<file path="src/logic/lpss_pkg.sv">
// Constants for the low-power state sequencing controller
package lpss_pkg;
  localparam int unsigned CLK_MHZ         = 250;
  localparam int unsigned SG_TO_STOP_BCLK = 100;
  localparam int unsigned SG_TO_SLP_BCLK  = 100;
  localparam int unsigned SLP_TO_STOP_BCLK = 10;
  localparam int unsigned STOP_CLOCK_REQUEST_N_HOLD_BCLK = 8;
  localparam int unsigned SLP_EXIT_HOLD_BCLK = 10;
  localparam int unsigned PLL_LOCK_US     = 30;
  localparam int unsigned PLL_LOCK_CYC    = PLL_LOCK_US * CLK_MHZ;
  localparam int unsigned GHI_IGNORE_US   = 10;
  localparam int unsigned GHI_IGNORE_CYC  = GHI_IGNORE_US * CLK_MHZ;
  localparam int unsigned MODE_SETUP_NS   = 150;
  localparam int unsigned MODE_SETUP_CYC  = (MODE_SETUP_NS * CLK_MHZ + 999) / 1000;
  localparam int unsigned SETTLE_NS       = 150;
  localparam int unsigned SETTLE_CYC      = (SETTLE_NS * CLK_MHZ + 999) / 1000;
  localparam int unsigned BCLK_DIV        = 2;
  localparam int unsigned CNT_W           = 16;

  typedef enum logic [3:0] {
    LPSS_NORMAL, LPSS_STOP_CLOCK_REQUEST_N, LPSS_GRANT, LPSS_SLEEP, LPSS_SLP_WAIT,
    LPSS_DEEP, LPSS_MODE_SET, LPSS_RESTART, LPSS_LOCK, LPSS_SLP_EXIT,
    LPSS_STP_EXIT
  } lpss_state_e;
endpackage : lpss_pkg

</file>
<file path="src/logic/lpss_bclk_div.sv">
// Bus clock divider: free toggle with stop control, tick per bus clock
`timescale 1ns/100ps
`default_nettype none
module lpss_bclk_div #(
  parameter int unsigned DIV = 2
) (
  input  wire  logic clock,
  input  wire  logic rst_b,
  input  wire  logic run,
  output var   logic bclk,
  output var   logic tick
);
  logic [7:0] cnt_q, cnt_d;
  logic       bclk_q, bclk_d;
  logic       tick_q, tick_d;

  always_comb begin
    cnt_d  = cnt_q;
    bclk_d = bclk_q;
    tick_d = 1'b0;
    if (run || bclk_q) begin
      if (cnt_q == 8'(DIV - 1)) begin
        cnt_d  = 8'h00;
        bclk_d = ~bclk_q;
        tick_d = ~bclk_q;
      end else begin
        cnt_d = cnt_q + 8'h01;
      end
    end else begin
      cnt_d = 8'h00;
    end
  end

  always_ff @(posedge clock or negedge rst_b) begin
    if (!rst_b) begin
      cnt_q  <= 8'h00;
      bclk_q <= 1'b0;
      tick_q <= 1'b0;
    end else begin
      cnt_q  <= cnt_d;
      bclk_q <= bclk_d;
      tick_q <= tick_d;
    end
  end

  assign bclk = bclk_q;
  assign tick = tick_q;
endmodule : lpss_bclk_div
`default_nettype wire

</file>
<file path="src/logic/lpss_ctrl.sv">
// Power-management controller sequencing processor low-power states
// Overview of operation
// Bus clock runs 100 clocks after grant
// Inputs stable at grant cycle completion
// Processor relocks PLL within 30 us
// Stop request held until PLL lock
// Inputs held 8 clocks after stop release
// Quick start: inputs constant except reset, priority
// Sleep request no sooner than 100 clocks
// Inputs stable when sleep request asserts
// Clock stops 10 clocks after sleep request
// Sleep request held until PLL lock
// Stop request held 10 clocks after sleep
// Inputs held 10 clocks after sleep release
// Sleep state: inputs constant except reset
// Mode select ignored 10 us after stop
// Mode set 150 ns before, held 30 us
// Restarted clock settles within 150 ns
// Normal, grant, sleep, deep; reverse exit
`timescale 1ns/100ps
`default_nettype none
module lpss_ctrl #(
  parameter int unsigned PLL_LOCK_CYC   = lpss_pkg::PLL_LOCK_CYC,
  parameter int unsigned GHI_IGNORE_CYC = lpss_pkg::GHI_IGNORE_CYC
) (
  input  wire  logic clock,
  input  wire  logic rst_b,
  input  wire  logic enter_req,
  input  wire  logic deep_req,
  input  wire  logic wake_req,
  input  wire  logic mode_change,
  input  wire  logic mode_value_n,
  input  wire  logic grant_done,
  output var   logic bclk,
  output var   logic stop_clock_request_n,
  output var   logic sleep_request_n,
  output var   logic perf_mode_select_n,
  output var   logic inputs_frozen,
  output var   logic busy
);
  logic rst_m_q, rst_s_q;
  logic gd_m_q, gd_s_q;

  always_ff @(posedge clock or negedge rst_b) begin
    if (!rst_b) begin
      rst_m_q <= 1'b0;
      rst_s_q <= 1'b0;
    end else begin
      rst_m_q <= 1'b1;
      rst_s_q <= rst_m_q;
    end
  end

  always_ff @(posedge clock or negedge rst_s_q) begin
    if (!rst_s_q) begin
      gd_m_q <= 1'b0;
      gd_s_q <= 1'b0;
    end else begin
      gd_m_q <= grant_done;
      gd_s_q <= gd_m_q;
    end
  end

  lpss_pkg::lpss_state_e st_q, st_d;
  logic [lpss_pkg::CNT_W-1:0] cnt_q, cnt_d;
  logic stp_q, stp_d, slp_q, slp_d, ghi_q, ghi_d;
  logic frz_q, frz_d, run_q, run_d, deep_q, deep_d;
  logic busy_q, busy_d;
  logic tick;

  lpss_bclk_div #(
    .DIV (lpss_pkg::BCLK_DIV)
  ) u_div (
    .clock (clock),
    .rst_b (rst_s_q),
    .run   (run_q),
    .bclk  (bclk),
    .tick  (tick)
  );

  function automatic logic [lpss_pkg::CNT_W-1:0] lim(input int unsigned v);
    lim = lpss_pkg::CNT_W'(v - 1);
  endfunction : lim

  // Full count: a bus clock rise on the strobe's own edge is not one
  function automatic logic [lpss_pkg::CNT_W-1:0] hold_lim(input int unsigned v);
    hold_lim = lpss_pkg::CNT_W'(v);
  endfunction : hold_lim

  always_comb begin
    st_d   = st_q;
    cnt_d  = cnt_q;
    stp_d  = stp_q;
    slp_d  = slp_q;
    ghi_d  = ghi_q;
    frz_d  = frz_q;
    run_d  = run_q;
    deep_d = deep_q;
    busy_d = (st_q != lpss_pkg::LPSS_NORMAL);
    unique case (st_q)
      lpss_pkg::LPSS_NORMAL: begin
        if (enter_req) begin
          stp_d  = 1'b1;
          deep_d = deep_req;
          st_d   = lpss_pkg::LPSS_STOP_CLOCK_REQUEST_N;
        end
      end
      lpss_pkg::LPSS_STOP_CLOCK_REQUEST_N: begin
        if (gd_s_q) begin
          frz_d = 1'b1;
          cnt_d = '0;
          st_d  = lpss_pkg::LPSS_GRANT;
        end
      end
      lpss_pkg::LPSS_GRANT: begin
        if (deep_q) begin
          if (tick) begin
            cnt_d = cnt_q + 1'b1;
          end
          if (tick && cnt_q >= lim(lpss_pkg::SG_TO_SLP_BCLK)) begin
            slp_d = 1'b1;
            cnt_d = '0;
            st_d  = lpss_pkg::LPSS_SLEEP;
          end
        end else if (wake_req) begin
          stp_d = 1'b0;
          cnt_d = '0;
          st_d  = lpss_pkg::LPSS_STP_EXIT;
        end
      end
      lpss_pkg::LPSS_SLEEP: begin
        if (tick) begin
          cnt_d = cnt_q + 1'b1;
        end
        if (tick && cnt_q >= hold_lim(lpss_pkg::SLP_TO_STOP_BCLK)) begin
          run_d = 1'b0;
          cnt_d = '0;
          st_d  = lpss_pkg::LPSS_DEEP;
        end
      end
      lpss_pkg::LPSS_DEEP: begin
        if (cnt_q < lim(GHI_IGNORE_CYC) + 1'b1) begin
          cnt_d = cnt_q + 1'b1;
        end
        if (wake_req && cnt_q >= lim(GHI_IGNORE_CYC)) begin
          if (mode_change) begin
            ghi_d = mode_value_n;
          end
          cnt_d = '0;
          st_d  = lpss_pkg::LPSS_MODE_SET;
        end
      end
      lpss_pkg::LPSS_MODE_SET: begin
        cnt_d = cnt_q + 1'b1;
        if (cnt_q >= lim(lpss_pkg::MODE_SETUP_CYC)) begin
          run_d = 1'b1;
          cnt_d = '0;
          st_d  = lpss_pkg::LPSS_LOCK;
        end
      end
      lpss_pkg::LPSS_LOCK: begin
        cnt_d = cnt_q + 1'b1;
        if (cnt_q >= lim(PLL_LOCK_CYC + lpss_pkg::SETTLE_CYC)) begin
          slp_d = 1'b0;
          cnt_d = '0;
          st_d  = lpss_pkg::LPSS_SLP_EXIT;
        end
      end
      lpss_pkg::LPSS_SLP_EXIT: begin
        if (tick) begin
          cnt_d = cnt_q + 1'b1;
        end
        if (tick && cnt_q >= hold_lim(lpss_pkg::SLP_EXIT_HOLD_BCLK)) begin
          stp_d = 1'b0;
          cnt_d = '0;
          st_d  = lpss_pkg::LPSS_STP_EXIT;
        end
      end
      lpss_pkg::LPSS_STP_EXIT: begin
        if (tick) begin
          cnt_d = cnt_q + 1'b1;
        end
        if (tick && cnt_q >= hold_lim(lpss_pkg::STOP_CLOCK_REQUEST_N_HOLD_BCLK)) begin
          frz_d = 1'b0;
          st_d  = lpss_pkg::LPSS_NORMAL;
        end
      end
      default: st_d = lpss_pkg::LPSS_NORMAL;
    endcase
  end

  always_ff @(posedge clock or negedge rst_s_q) begin
    if (!rst_s_q) begin
      st_q   <= lpss_pkg::LPSS_NORMAL;
      cnt_q  <= '0;
      stp_q  <= 1'b0;
      slp_q  <= 1'b0;
      ghi_q  <= 1'b1;
      frz_q  <= 1'b0;
      run_q  <= 1'b1;
      deep_q <= 1'b0;
      busy_q <= 1'b0;
    end else begin
      st_q   <= st_d;
      cnt_q  <= cnt_d;
      stp_q  <= stp_d;
      slp_q  <= slp_d;
      ghi_q  <= ghi_d;
      frz_q  <= frz_d;
      run_q  <= run_d;
      deep_q <= deep_d;
      busy_q <= busy_d;
    end
  end

  assign stop_clock_request_n = ~stp_q;
  assign sleep_request_n      = ~slp_q;
  assign perf_mode_select_n   = ghi_q;
  assign inputs_frozen        = frz_q;
  assign busy                 = busy_q;

  // Bus clocks seen since each strobe last moved, for the hold checks
  localparam int unsigned AGE_W = 8;
  logic [AGE_W-1:0] stp_age_q, stp_age_d;
  logic [AGE_W-1:0] slp_age_q, slp_age_d;
  logic [AGE_W-1:0] frz_age_q, frz_age_d;

  function automatic logic [AGE_W-1:0] age_next(input logic [AGE_W-1:0] a,
                                                input logic moved,
                                                input logic t);
    if (moved) begin
      age_next = '0;
    end else if (t && a != '1) begin
      age_next = a + 1'b1;
    end else begin
      age_next = a;
    end
  endfunction : age_next

  always_comb begin
    stp_age_d = age_next(stp_age_q, stp_d != stp_q, tick);
    slp_age_d = age_next(slp_age_q, slp_d != slp_q, tick);
    frz_age_d = age_next(frz_age_q, frz_d != frz_q, tick);
  end

  // Saturated after reset, so a first quick start is not flagged
  always_ff @(posedge clock or negedge rst_s_q) begin
    if (!rst_s_q) begin
      stp_age_q <= '1;
      slp_age_q <= '1;
      frz_age_q <= '1;
    end else begin
      stp_age_q <= stp_age_d;
      slp_age_q <= slp_age_d;
      frz_age_q <= frz_age_d;
    end
  end
endmodule : lpss_ctrl
`default_nettype wire

</file>
<file path="config.mk">
export PLATFORM = sky130hd
export DESIGN_NAME = lpss_ctrl
export DESIGN_NICKNAME = d
export VERILOG_FILES = /design/src/logic/lpss_pkg.sv /design/src/logic/lpss_bclk_div.sv /design/src/logic/lpss_ctrl.sv
export SDC_FILE = /design/constraint.sdc
export NUM_CORES = 1
export LEC_CHECK = 0
export ABC_AREA = 1
export BUFFER_PORTS_ARGS = -buffer_cell sky130_fd_sc_hd__buf_2
export CORE_ASPECT_RATIO = 2
export CORE_UTILIZATION = 60
export DETAILED_ROUTE_END_ITERATION = 16
export GPL_TIMING_DRIVEN = 0
export PLACE_DENSITY_LB_ADDON = 0.12
export SYNTH_ARGS = -nofsm -noshare
export SYNTH_HDL_FRONTEND = slang
export SYNTH_SLANG_ARGS = --single-unit
</file>
<file path="constraint.sdc">
create_clock -name clock -period 1.7 [get_ports clock]
set_input_delay 0.34 -clock clock [delete_from_list [all_inputs] [get_ports clock]]
set_output_delay 0.34 -clock clock [all_outputs]
set_load 0.05 [all_outputs]
</file>
==> run summary, run 1 <==
Sequential area share after synthesis = 35.46%
Synth Register Bits = 41
Average size of a mapped cell = 6.547 um^2
Slew @ Worst Pin = 0.8559 ns
GPL Wtd Cong = 0.9926
Antenna Nets Post-Route = 0
Post-route DRC = 0
Portion of netlist area occupied by mux cells = 0.3883%
Fin. Hold Viols = 0
Clock Pin Slew Worst Setup and Hold Paths = 0.09 ns
Routed WL = 8416 um
Root Buffer = clkbuf_8
Status = finished, violations left
Core box area = 0.004642 mm^2
R2R cell count = 15
# setup viols final = 20
Total chip power = 0.005832 W
Initial DRC Count = 132
Arr. time, crit path = 2.10 ns
Worst EP required = 1.89 ns
Overall global routing resource usage = 31.85%
Reg2reg end = st_q[0]
Yosys cell types = 38
Reg2reg start = cnt_q[0]
Layout cells sized above 1 = 27.78%
Hold wc startpoint = grant_done
TritonRoute pass-1 iters = 5
Syn. warnings = 0
Proportion of netlist area held by the largest area contributor = 33.65%
Post-DP HPWL = 5607 um
Simple-Gate Fraction of Synth Area = 42.45%
I/O Buffers = 13
Synth cell count leaders = 167 x nand2_1, 48 x inv_1, 47 x nor2_1
FILL cells = 352
Leak Pwr = 2.034 nW
Post-synthesis compound-gate area fraction = 6.083%
HP Class = in -> reg
RSZ-0062 raised after global routing = true
Max-slew headroom = 42.94%
First-pass GRT wire length = 12080 um
Initial Utilization = 62.48%
Vias = 3052
Area of the multi-input gates = 0.001852 mm^2
Worst setup path endpoint = st_q[0]
Total CTS buffers = 5
Final nets = 498
FF/Latch Area = 0.001041 mm^2
R2R setup slack = -0.21 ns
DIE AREA = 0.005132 mm^2
Most common cell in the netlist = nand2_1
Clock sink count = 41
Post-synth EDFFs = 0
Via density = 5.641
I/O Pins = 14
Largest family of logic cells by synthesized area = simple AND/OR/NAND/NOR gates
# diodes = 0
Syn Std Cell Area = 0.002900 mm^2
VDD IR max = 1.363 mV
Main area contributors after synthesis = dfrtp_1 34%, nand2_1 22%, inv_1 6.2%
Pwr per Cell Area = 1577 mW/mm^2
Crit Path Max Fanout = 5
Initial antenna violation count = 0
Max-slew violations = 0
Tmin final = 1.911 ns
Finished Layout Cells = 541
TritonCTS clock tree = done
Worst Setup SP = cnt_q[0]
Die H = 100.3 um
Fmax = 523.3 MHz
Endpoint class of the critical path = flip-flop
Clk_skew = 0.006955 ns
Biggest area consumer among synthesized cells = dfrtp_1
Ys flop type = dfrtp_1
Critical path type = reg -> reg
H-tree depth = 2
Congestion Overflow GR = 0
Number of max-cap violations = 0
Crit path launch type = flip-flop
Dpl cells = 511
Fin crit share = 112.4%
Async SR Flop Fraction = 100.0%
Largest net degree at the start of global routing = 40
Gate count of the mapped netlist = 443
Failing checks = setup timing
Cell Rows = 35
Buffer levels on the longest clock path = 2
Layout area overhead = 27.52%
Clock latency at the later pin of the worst-skew pair = 0.30 ns
Vias in the first global route = 2731
WL/cell = 15.56 um
Die W = 51.16 um
Final worst slack = -0.2108 ns
Post-Synth XOR/XNOR Area = 3.322%
Syn nets = 456
Synth Area in Adders = 2.157%
## report_power, final
part	internal, W	leakage, nW	switching [W]
Clock	0.000584	0.0681	0.000360
Sequential	0.00116	0.519	0.000236
Combinational	0.00132	1.45	0.00218
Total	0.00306	2.03	0.00277
## routing by layer
| metal | up-vias | part of all wire (%) | global-route usage [%] | wire length, um |
|---|---|---|---|---|
| li1 | 1465 | - | - | - |
| met1 | 1440 | 35 | 30.67 | 2972 |
| met2 | 104 | 55 | 59.01 | 4636 |
| met3 | 43 | 2.9 | 5.000 | 248 |
| met4 | 0 | 6.6 | 21.15 | 558 |
| met5 | - | 0 | 0 | 0 |
## layout by cell type, fill, tap and decap left out, drive strengths merged
| master | Yosys | layout |
|---|---|---|
| xor2 | 10 | 10 |
| xnor2 | 1 | 1 |
| conb | 1 | 1 |
| or2 | 2 | 2 |
| buf | 8 | 40 |
| and3 | 2 | 2 |
| nand3b | 1 | 1 |
| ha | 5 | 5 |
| and2 | 1 | 1 |
| dlygate4sd3 | 0 | 1 |
| inv | 57 | 56 |
| nor3 | 10 | 10 |
| nand3 | 35 | 35 |
| nand2 | 170 | 170 |
| a21o | 2 | 2 |
| nor4 | 1 | 1 |
| a21oi | 9 | 9 |
| clkbuf | 3 | 10 |
| clkinv | 0 | 2 |
| o21ai | 15 | 15 |
| bufinv | 0 | 2 |
| dfstp | 2 | 2 |
| nor2 | 54 | 54 |
| mux2 | 1 | 1 |
| o211ai | 3 | 3 |
| o22ai | 1 | 1 |
| nand4 | 6 | 6 |
| nor3b | 3 | 3 |
| dfrtp | 39 | 39 |
| o2111ai | 1 | 1 |
## worst max-delay path: stages, from the launching register on
cell and delay, ns:
dfrtp_2 0.47, inv_2 0.08, ha_4 0.16, inv_2 0.06, nor2_4 0.04, nand2_1 0.05, nand3_1 0.06, nand3b_1 0.13
nor2_2 0.06, nor2_2 0.16, nand2_4 0.12, buf_12 0.16, clkinv_8 0.06, nand2_8 0.06, nand2_2 0.07, nand2_1 0.05
## cells by family (layout without fill, tap and decap cells)
group | count (synthesis) | in the layout
simple gates | 285 | 285
buf+inv | 68 | 111
flops | 41 | 41
compound gates | 31 | 31
xor+xnor | 11 | 11
fa+ha+maj | 5 | 5
other cells | 1 | 1
mux | 1 | 1
## state kept, by name, indices dropped and copies added, names as in the netlist
signal / flops
perf_mode_select_n: 1
st_q: 4
stp_q: 1
gd_s_q: 1
inputs_frozen: 1
busy: 1
u_div.cnt_q: 8
deep_q: 1
rst_m_q: 1
slp_q: 1
cnt_q: 16
u_div.tick: 1
gd_m_q: 1
run_q: 1
u_div.bclk: 1
rst_s_q: 1
## layout make-up
cell class              count  share of cell area [%]
plain buffers              10                   2.199
clock buffers               5                   1.861
clock inverters             3                   1.759
inverters                  57                   6.326
multi-input cells         334                   50.07
flip-flops and latches     41                   28.15
well taps                  55                   1.861
repair buffers             36                   7.781
## through the flow
stage / cell area [um^2] / setup TNS [ns] / worst slack (ns) / utilization (%) / hold WS [ns]
4_1_cts: 3390 / -2.086 / -0.1445 / 73.02 / 0.1434
3_5_place_dp: 3035 / -3.926 / -0.2615 / 65.39 / 0.1273
5_1_grt: 3699 / -7.206 / -0.3924 / 79.68 / 0.1468
6_report: 3699 / -3.037 / -0.2108 / 79.68 / 0.1460
3_3_place_gp: 3034 / -3.802 / -0.2716 / 65.36 / 0.1229
2_1_floorplan: 2900 / 0 / 0.05146 / - / 0.04441
## how the worst min path moves through the flow
stage	to	slack, ns	cells after the start
final	gd_m_q	0.15	1
after CTS	gd_m_q	0.14	1
after detailed placement	rst_m_q	0.13	1
after global placement	rst_m_q	0.12	1
after floorplan	rst_m_q	0.04	0
after global routing	gd_m_q	0.15	1
## timing repair
action                                  in CTS  in global routing
buffers inserted                             8                 12
hold endpoints to repair                     2                  0
endpoints found under the setup margin      20                 21
hold buffers                                 1                  0
gates cloned                                 0                  2
pin swaps                                    5                 22
gates resized for setup                     36                 52
(Power assumes the default switching activity.)
==> inputs of run 2 (changes only) <==
--- a/config.mk
+++ b/config.mk
@@ -12,6 +12,7 @@
 export DETAILED_ROUTE_END_ITERATION = 16
 export GPL_TIMING_DRIVEN = 0
 export PLACE_DENSITY_LB_ADDON = 0.12
+export REMOVE_ABC_BUFFERS = 1
 export SYNTH_ARGS = -nofsm -noshare
 export SYNTH_HDL_FRONTEND = slang
 export SYNTH_SLANG_ARGS = --single-unit
==> constraint.sdc (replaced) <==
create_clock -name clock -period 1.8 [get_ports clock]
set_input_delay 0.36 -clock clock [delete_from_list [all_inputs] [get_ports clock]]
set_output_delay 0.36 -clock clock [all_outputs]
set_load 0.05 [all_outputs]
==> run 2 against run 1 <==
Register-to-register slack improved by 0.18 ns. Count of clock-buffer cells in the layout increased by 1. Die area unchanged. The run still ends with setup timing left. Highest routed layer unchanged. First-iteration DRC count decreased by 20%. Critical endpoint is now st_q[1]. Design area decreased by 8.5%. Utilization decreased by 6.8 points. Largest cell class unchanged.
==> run summary, run 2 (same netlist as run 1, synthesis figures left out) <==
Worst stage delay on the critical path = 0.43 ns (was 0.47 ns)
Pwr per Cell Area = 1412 mW/mm^2 (was 1577 mW/mm^2)
Fmax = 547.4 MHz (was 523.3 MHz)
I/O Pins = 14 (unchanged)
Combinational share of power = 55.9% (was 59.9%)
Buffer levels on the longest clock path = 2 (unchanged)
Layout area overhead = 16.70% (was 27.52%)
RSZ-0062 raised after global routing = true (unchanged)
Switch Pwr = 0.002336 W (was 0.002771 W)
Endpoint class of the critical path = flip-flop (unchanged)
HP Class = in -> reg (unchanged)
Tmin final = 1.827 ns (was 1.911 ns)
FILL cells = 401 (was 352)
Post-route DRC = 0 (unchanged)
Slew @ Worst Pin = 0.8501 ns (was 0.8559 ns)
Antenna Nets Post-Route = 0 (unchanged)
# diodes = 0 (unchanged)
Clock sink count = 41 (unchanged)
Final nets = 479 (was 498)
Cell-internal power = 0.002443 W (was 0.003061 W)
Total CTS buffers = 5 (unchanged)
Congestion Overflow GR = 0 (unchanged)
Clock Pin Slew Worst Setup and Hold Paths = 0.09 ns (about the same)
Largest net degree at the start of global routing = 40 (unchanged)
Initial Utilization = 62.48% (unchanged)
Vias in the first global route = 2807 (was 2731)
Status = finished, violations left (unchanged)
GPL Wtd Cong = 0.9785 (was 0.9926)
Via density = 5.523 (was 5.641)
WL/cell = 15.23 um (was 15.56 um)
Worst hold slack = 0.1593 ns (was 0.1460 ns)
Post-DP HPWL = 5337 um (was 5607 um)
Crit path launch type = flip-flop (unchanged)
Initial DRC Count = 106 (was 132)
TritonRoute pass-1 iters = 4 (was 5)
Max reg flops = 16 (unchanged)
Clk_skew = 0.005762 ns (was 0.006955 ns)
DIE AREA = 0.005132 mm^2 (unchanged)
Most frequent cells in the layout = 156 x nand2_1, 44 x inv_1, 40 x nor2_1 (was 147 x nand2_1, 44 x inv_1, 39 x nor2_1)
VDD IR max = 1.053 mV (was 1.363 mV)
TritonCTS clock tree = done (unchanged)
Max-slew headroom = 43.32% (was 42.94%)
Core box area = 0.004642 mm^2 (unchanged)
Root Buffer = clkbuf_8 (unchanged)
Crit Path Max Fanout = 7 (was 5)
Die H = 100.3 um (unchanged)
Crit-path slowest cell = dfrtp_2 (unchanged)
Clock latency at the later pin of the worst-skew pair = 0.30 ns (about the same)
Final instance area = 0.003385 mm^2 (was 0.003699 mm^2)
Fin crit share = 101.5% (was 112.4%)
Hold wc startpoint = grant_done (unchanged)
Leak Pwr = 1.875 nW (was 2.034 nW)
Reg2reg start = cnt_q[0] (unchanged)
Top reg by flops = cnt_q (unchanged)
Worst path most repeated cell = nor2_4
Worst Setup SP = cnt_q[0] (unchanged)
Worst EP required = 2.00 ns (was 1.89 ns)
Number of max-cap violations = 0 (unchanged)
Placed Area = 0.002959 mm^2 (was 0.003035 mm^2)
Arr. time, crit path = 2.03 ns (was 2.10 ns)
Switching part of the total power = 48.88% (was 47.52%)
# setup viols final = 5 (was 20)
Largest registers = cnt_q x16, u_div.cnt_q x8, st_q x4 (unchanged)
Overall global routing resource usage = 32.63% (was 31.85%)
CP Cell Sequence = inv_2 -> ha_4 -> inv_2 -> nor2_4 -> nand2_1 -> nand3_1 -> nand3b_1 -> nor2_4 -> nor2_4 -> nand2_4 -> inv_4 -> nand2_4 -> nand2_2 -> nand2_2 (was inv_2 -> ha_4 -> inv_2 -> nor2_4 -> nand2_1 -> nand3_1 -> nand3b_1 -> nor2_2 -> nor2_2 -> nand2_4 -> buf_12 -> clkinv_8 -> nand2_8 -> nand2_2 -> nand2_1)
First-pass GRT wire length = 12410 um (was 12080 um)
H-tree depth = 2 (unchanged)
Routed WL = 7949 um (was 8416 um)
Initial antenna violation count = 0 (unchanged)
Fin. Hold Viols = 0 (unchanged)
Most common cell after layout, fill and taps aside = nand2_1 (unchanged)
Critical path type = reg -> reg (unchanged)
Final worst slack = -0.02694 ns (was -0.2108 ns)
I/O Buffers = 13 (unchanged)
Reg power frac = 27.3% (was 24.0%)
Failing checks = setup timing (unchanged)
Layout cells sized above 1 = 22.27% (was 27.78%)
Die W = 51.16 um (unchanged)
Cell Rows = 35 (unchanged)
Max-slew violations = 0 (unchanged)
Clock power frac = 16.8% (was 16.2%)
Vias = 2883 (was 3052)
-- run 2: cell type report --
cell class	count	area (um^2)	area share, %
Clock buffer	6	82.58	2.440
Clock inverter	2	37.54	1.109
Inverter	57	216.5	6.396
Multi-Input combinational cell	336	1765	52.16
Sequential cell	41	1044	30.83
Tap cell	55	68.82	2.033
Timing Repair Buffer	25	170.2	5.028
-- run 2: what timing repair did --
item | in CTS | in global routing
setup buffers | 8 | 4
gates resized for setup | 23 | 34
gates cloned | 1 | 1
pin swaps | 3 | 8
endpoints found under the setup margin | 20 | 21
hold buffers | 1 | 0
endpoints found under the hold margin | 2 | 0
-- run 2: layer usage --
| metal | up-vias | global-route usage [%] | wire length [um] | part of all wire [%] |
|---|---|---|---|---|
| met2 | 93 | 60.22 | 4211 | 53 |
| met1 | 1312 | 31.57 | 2947 | 37 |
| met5 | - | 0 | 0 | 0 |
| li1 | 1433 | - | - | - |
| met3 | 45 | 4.394 | 263 | 3.3 |
| met4 | 0 | 22.86 | 527 | 6.6 |
-- run 2: final timing paths --
| path | endpoint | slack [ns] | depth (start not counted) |
|---|---|---|---|
| min in group asynchronous | rst_s_q | 0.36 | 2 |
| hold / removal | gd_m_q | 0.16 | 1 |
| setup reg to reg | st_q[1] | -0.03 | 14 |
| max in group asynchronous | cnt_q[4] | 0.82 | 0 |
| hold reg to reg | gd_s_q | 0.35 | 0 |
| setup / recovery | st_q[1] | -0.03 | 14 |
-- run 2: critical path: cells and delay by family (launching register included) --
family / cells / cell delay (ns)
AND/OR/NAND/NOR: 10 / 0.89
flip-flops: 1 / 0.43
buffers and inverters: 3 / 0.25
adder cells (fa/ha/maj): 1 / 0.15
-- run 2: power by group through the flow --
stage          sequential, W  combinational, W  clock, W
6_report             0.00130           0.00267  0.000804
5_1_grt              0.00133           0.00293  0.000830
4_1_cts              0.00128           0.00237  0.000806
3_5_place_dp         0.00130           0.00196         0
3_3_place_gp         0.00129           0.00194         0
2_1_floorplan        0.00131           0.00142         0
-- run 2: stage by stage --
step	power, W	utilization (%)	setup slack, ns	TNS, ns	instances
after CTS	0.004453	69.65	0.007414	0	518
after detailed placement	0.003262	63.75	-0.2908	-3.998	500
final	0.004779	72.91	-0.02694	-0.08105	522
after global routing	0.005083	72.91	-0.1443	-2.129	522
after global placement	0.003225	63.72	-0.2211	-3.009	500
after floorplan	0.002729	-	0.1565	0	432
==> inputs of run 3 (changes only) <==
--- a/config.mk
+++ b/config.mk
@@ -5,7 +5,6 @@
 export SDC_FILE = /design/constraint.sdc
 export NUM_CORES = 1
 export LEC_CHECK = 0
-export ABC_AREA = 1
 export BUFFER_PORTS_ARGS = -buffer_cell sky130_fd_sc_hd__buf_2
 export CORE_ASPECT_RATIO = 2
 export CORE_UTILIZATION = 60
==> run 3 against run 2 <==
The flow still finishes with violations (setup timing). Via count decreased by 6.1%. Hold slack got worse by 0.0038 ns. Wire length increased by 8.8%. Clock skew increased by 0.0062 ns.
==> run summary, run 3 <==
Status = finished, violations left (unchanged)
Failing checks = setup timing (unchanged)
Switching part of the total power = 44.47% (was 48.88%)
Routed WL = 8645 um (was 7949 um)
Crit path launch type = flip-flop (unchanged)
HP Class = in -> reg (unchanged)
VDD IR max = 1.224 mV (was 1.053 mV)
Largest family of logic cells by synthesized area = simple AND/OR/NAND/NOR gates (unchanged)
Final worst slack = -0.7027 ns (was -0.02694 ns)
Worst Setup SP = cnt_q[13] (was cnt_q[0])
Max-slew headroom = 42.36% (was 43.32%)
Clock power frac = 15.8% (was 16.8%)
First-pass GRT wire length = 12380 um (was 12410 um)
Number of max-cap violations = 0 (unchanged)
Cell Rows = 33 (was 35)
# diodes = 0 (unchanged)
Largest registers = cnt_q x16, u_div.cnt_q x8, st_q x4 (unchanged)
Crit-path slowest cell = dfrtp_2 (unchanged)
Max reg flops = 16 (unchanged)
Max-slew violations = 0 (unchanged)
Clock latency at the later pin of the worst-skew pair = 0.31 ns (was 0.30 ns)
Vias = 2707 (was 2883)
Fmax = 399.6 MHz (was 547.4 MHz)
Most common cell after layout, fill and taps aside = buf_4 (was nand2_1)
Gate count of the mapped netlist = 289 (was 443)
TritonRoute pass-1 iters = 5 (was 4)
Yosys cell types = 57 (was 38)
Most frequent cells in the layout = 35 x buf_4, 25 x nand2_1, 23 x dfrtp_1 (was 156 x nand2_1, 44 x inv_1, 40 x nor2_1)
I/O Buffers = 13 (unchanged)
Total CTS buffers = 5 (unchanged)
Core box area = 0.004129 mm^2 (was 0.004642 mm^2)
Leak Pwr = 1.417 nW (was 1.875 nW)
Ys flop type = dfrtp_1 (unchanged)
Portion of netlist area occupied by mux cells = 1.695% (was 0.3883%)
Worst EP required = 2.04 ns (was 2.00 ns)
Post-synth EDFFs = 0 (unchanged)
CP Cell Sequence = buf_4 -> nor3_2 -> nand2b_1 -> a221oi_4 -> a311oi_4 -> buf_4 -> buf_4 -> nor3_1 -> a21oi_1 -> a31oi_1 (was inv_2 -> ha_4 -> inv_2 -> nor2_4 -> nand2_1 -> nand3_1 -> nand3b_1 -> nor2_4 -> nor2_4 -> nand2_4 -> inv_4 -> nand2_4 -> nand2_2 -> nand2_2)
Pwr per Cell Area = 1476 mW/mm^2 (was 1412 mW/mm^2)
Via density = 6.977 (was 5.523)
Sequential area share after synthesis = 39.81% (was 35.46%)
Post-Synth XOR/XNOR Area = 3.051% (was 3.322%)
Syn. warnings = 0 (unchanged)
Initial antenna violation count = 0 (unchanged)
Worst path most repeated cell = buf_4 (was nor2_4)
Initial Utilization = 62.58% (was 62.48%)
Vias in the first global route = 2550 (was 2807)
Largest net degree at the start of global routing = 40 (unchanged)
Reg2reg start = cnt_q[13] (was cnt_q[0])
Post-route DRC = 0 (unchanged)
Fin crit share = 139.0% (was 101.5%)
Combinational share of power = 58.0% (was 55.9%)
Root Buffer = clkbuf_8 (unchanged)
Congestion Overflow GR = 0 (unchanged)
RSZ-0062 raised after global routing = true (unchanged)
Slew @ Worst Pin = 0.8647 ns (was 0.8501 ns)
Syn Std Cell Area = 0.002584 mm^2 (was 0.002900 mm^2)
Average size of a mapped cell = 8.940 um^2 (was 6.547 um^2)
Synth cell count leaders = 39 x dfrtp_1, 26 x nand2_1, 24 x nor2_1 (was 167 x nand2_1, 48 x inv_1, 47 x nor2_1)
Worst path bufs/invs = 3 (unchanged)
Synth Area in Adders = 2.421% (was 2.157%)
Clock Pin Slew Worst Setup and Hold Paths = 0.09 ns (about the same)
Tmin final = 2.503 ns (was 1.827 ns)
Die W = 48.40 um (was 51.16 um)
I/O Pins = 14 (unchanged)
H-tree depth = 2 (unchanged)
Clk_skew = 0.01193 ns (was 0.005762 ns)
Switch Pwr = 0.002237 W (was 0.002336 W)
Most common cell in the netlist = dfrtp_1 (was nand2_1)
Reg power frac = 26.2% (was 27.3%)
Async SR Flop Fraction = 100.0% (unchanged)
Antenna Nets Post-Route = 0 (unchanged)
DIE AREA = 0.004588 mm^2 (was 0.005132 mm^2)
Initial DRC Count = 130 (was 106)
Fin. Hold Viols = 0 (unchanged)
Post-DP HPWL = 4597 um (was 5337 um)
Crit Path Max Fanout = 3 (was 7)
Post-place setup slack = -1.115 ns (was -0.2908 ns)
Die H = 94.80 um (was 100.3 um)
Clock sink count = 41 (unchanged)
Final Util = 82.55% (was 72.91%)
WL/cell = 22.28 um (was 15.23 um)
GPL Wtd Cong = 0.9118 (was 0.9785)
Layout area overhead = 31.91% (was 16.70%)
Biggest area consumer among synthesized cells = dfrtp_1 (unchanged)
Layout cells sized above 1 = 40.48% (was 22.27%)
CP top delay family = compound AO/OA/AOI/OAI gates (was simple AND/OR/NAND/NOR gates)
Simple-Gate Fraction of Synth Area = 24.70% (was 42.45%)
Endpoint class of the critical path = flip-flop (unchanged)
Buffer levels on the longest clock path = 2 (unchanged)
Critical path type = reg -> reg (unchanged)
Arr. time, crit path = 2.74 ns (was 2.03 ns)
Hold wc startpoint = grant_done (unchanged)
Main area contributors after synthesis = dfrtp_1 38%, nand3_1 3.9%, nand2_1 3.8% (was dfrtp_1 34%, nand2_1 22%, inv_1 6.2%)
Cell-internal power = 0.002794 W (was 0.002443 W)
TritonCTS clock tree = done (unchanged)
Synth Register Bits = 41 (unchanged)
Proportion of netlist area held by the largest area contributor = 37.77% (was 33.65%)
Post-synthesis compound-gate area fraction = 22.57% (was 6.083%)
Overall global routing resource usage = 36.31% (was 32.63%)
Final nets = 348 (was 479)
Worst stage delay on the critical path = 0.43 ns (about the same)
Top reg by flops = cnt_q (unchanged)
# setup viols final = 20 (was 5)
==> run 3: cell count changes after synthesis, moves of 8 or more <==
cell | before | now
a21oi_1 | 8 | 16
a31oi_1 | 0 | 12
and3_1 | 2 | 10
inv_1 | 48 | 11
inv_2 | 9 | 0
nand2_1 | 167 | 26
nand3_1 | 33 | 20
nor2_1 | 47 | 24
==> run 3: final timing paths <==
path / depth (start not counted) / slack [ns] / end
max in group asynchronous: 0 / 0.78 / st_q[3]
worst max-delay path: 10 / -0.70 / cnt_q[11]
min in group asynchronous: 2 / 0.36 / rst_s_q
worst min register to register: 0 / 0.37 / rst_s_q
worst max register to register: 10 / -0.70 / cnt_q[11]
worst min-delay path: 1 / 0.16 / gd_m_q
==> run 3: cell type report <==
class / instances / area (um^2)
clock buffers: 6 / 82.58
well taps: 52 / 65.06
clock inverters: 2 / 37.54
multi-input cells: 221 / 1723
flip-flops and latches: 41 / 1054
fillers: 254 / 720.7
inverters: 11 / 41.29
repair buffers: 55 / 405.4
==> run 3: per-layer routing <==
metal  part of all wire [%]  global-route usage [%]  vias up
met4                    9.7                   32.60        0
met1                     32                   33.37     1298
li1                       -                       -     1153
met5                      0                       0        -
met3                    6.5                   5.797       79
met2                     52                   67.25      177
==> run 3: power by group through the flow <==
stage | sequential [W] | combinational [W] | clock, W
after detailed placement | 0.00133 | 0.00154 | 0
after CTS | 0.00129 | 0.00232 | 0.000793
after floorplan | 0.00128 | 0.00114 | 0
after global placement | 0.00132 | 0.00151 | 0
after global routing | 0.00133 | 0.00307 | 0.000832
final | 0.00132 | 0.00292 | 0.000796
==> run 3: repair_timing <==
item,4_1_cts,5_1_grt
pin swaps,22,20
hold buffers,1,0
gates cloned,1,0
resized for setup,58,27
endpoints found under the setup margin,26,24
buffers inserted,28,14
hold endpoints to repair,2,0
==> run 3: per-stage QoR <==
stage	instance area (um^2)	power (W)	setup TNS (ns)	hold slack [ns]	std cells
after global placement	2610	0.002822	-17.90	0.1443	337
after CTS	3208	0.004408	-8.863	0.1629	375
final	3408	0.005031	-12.02	0.1555	388
after detailed placement	2611	0.002865	-18.53	0.1454	337
after global routing	3408	0.005231	-13.99	0.1579	388
after floorplan	2480	0.002427	-9.231	0.06441	272
==> run 3: kinds of logic (layout without fill, tap and decap cells) <==
group / count (synthesis) / in the layout
multiplexers: 4 / 4
other: 1 / 1
flip-flops: 41 / 41
XOR/XNOR: 9 / 9
AND/OR/NAND/NOR: 120 / 120
buffers and inverters: 28 / 74
adder cells (fa/ha/maj): 5 / 5
AO/OA/AOI/OAI: 81 / 82
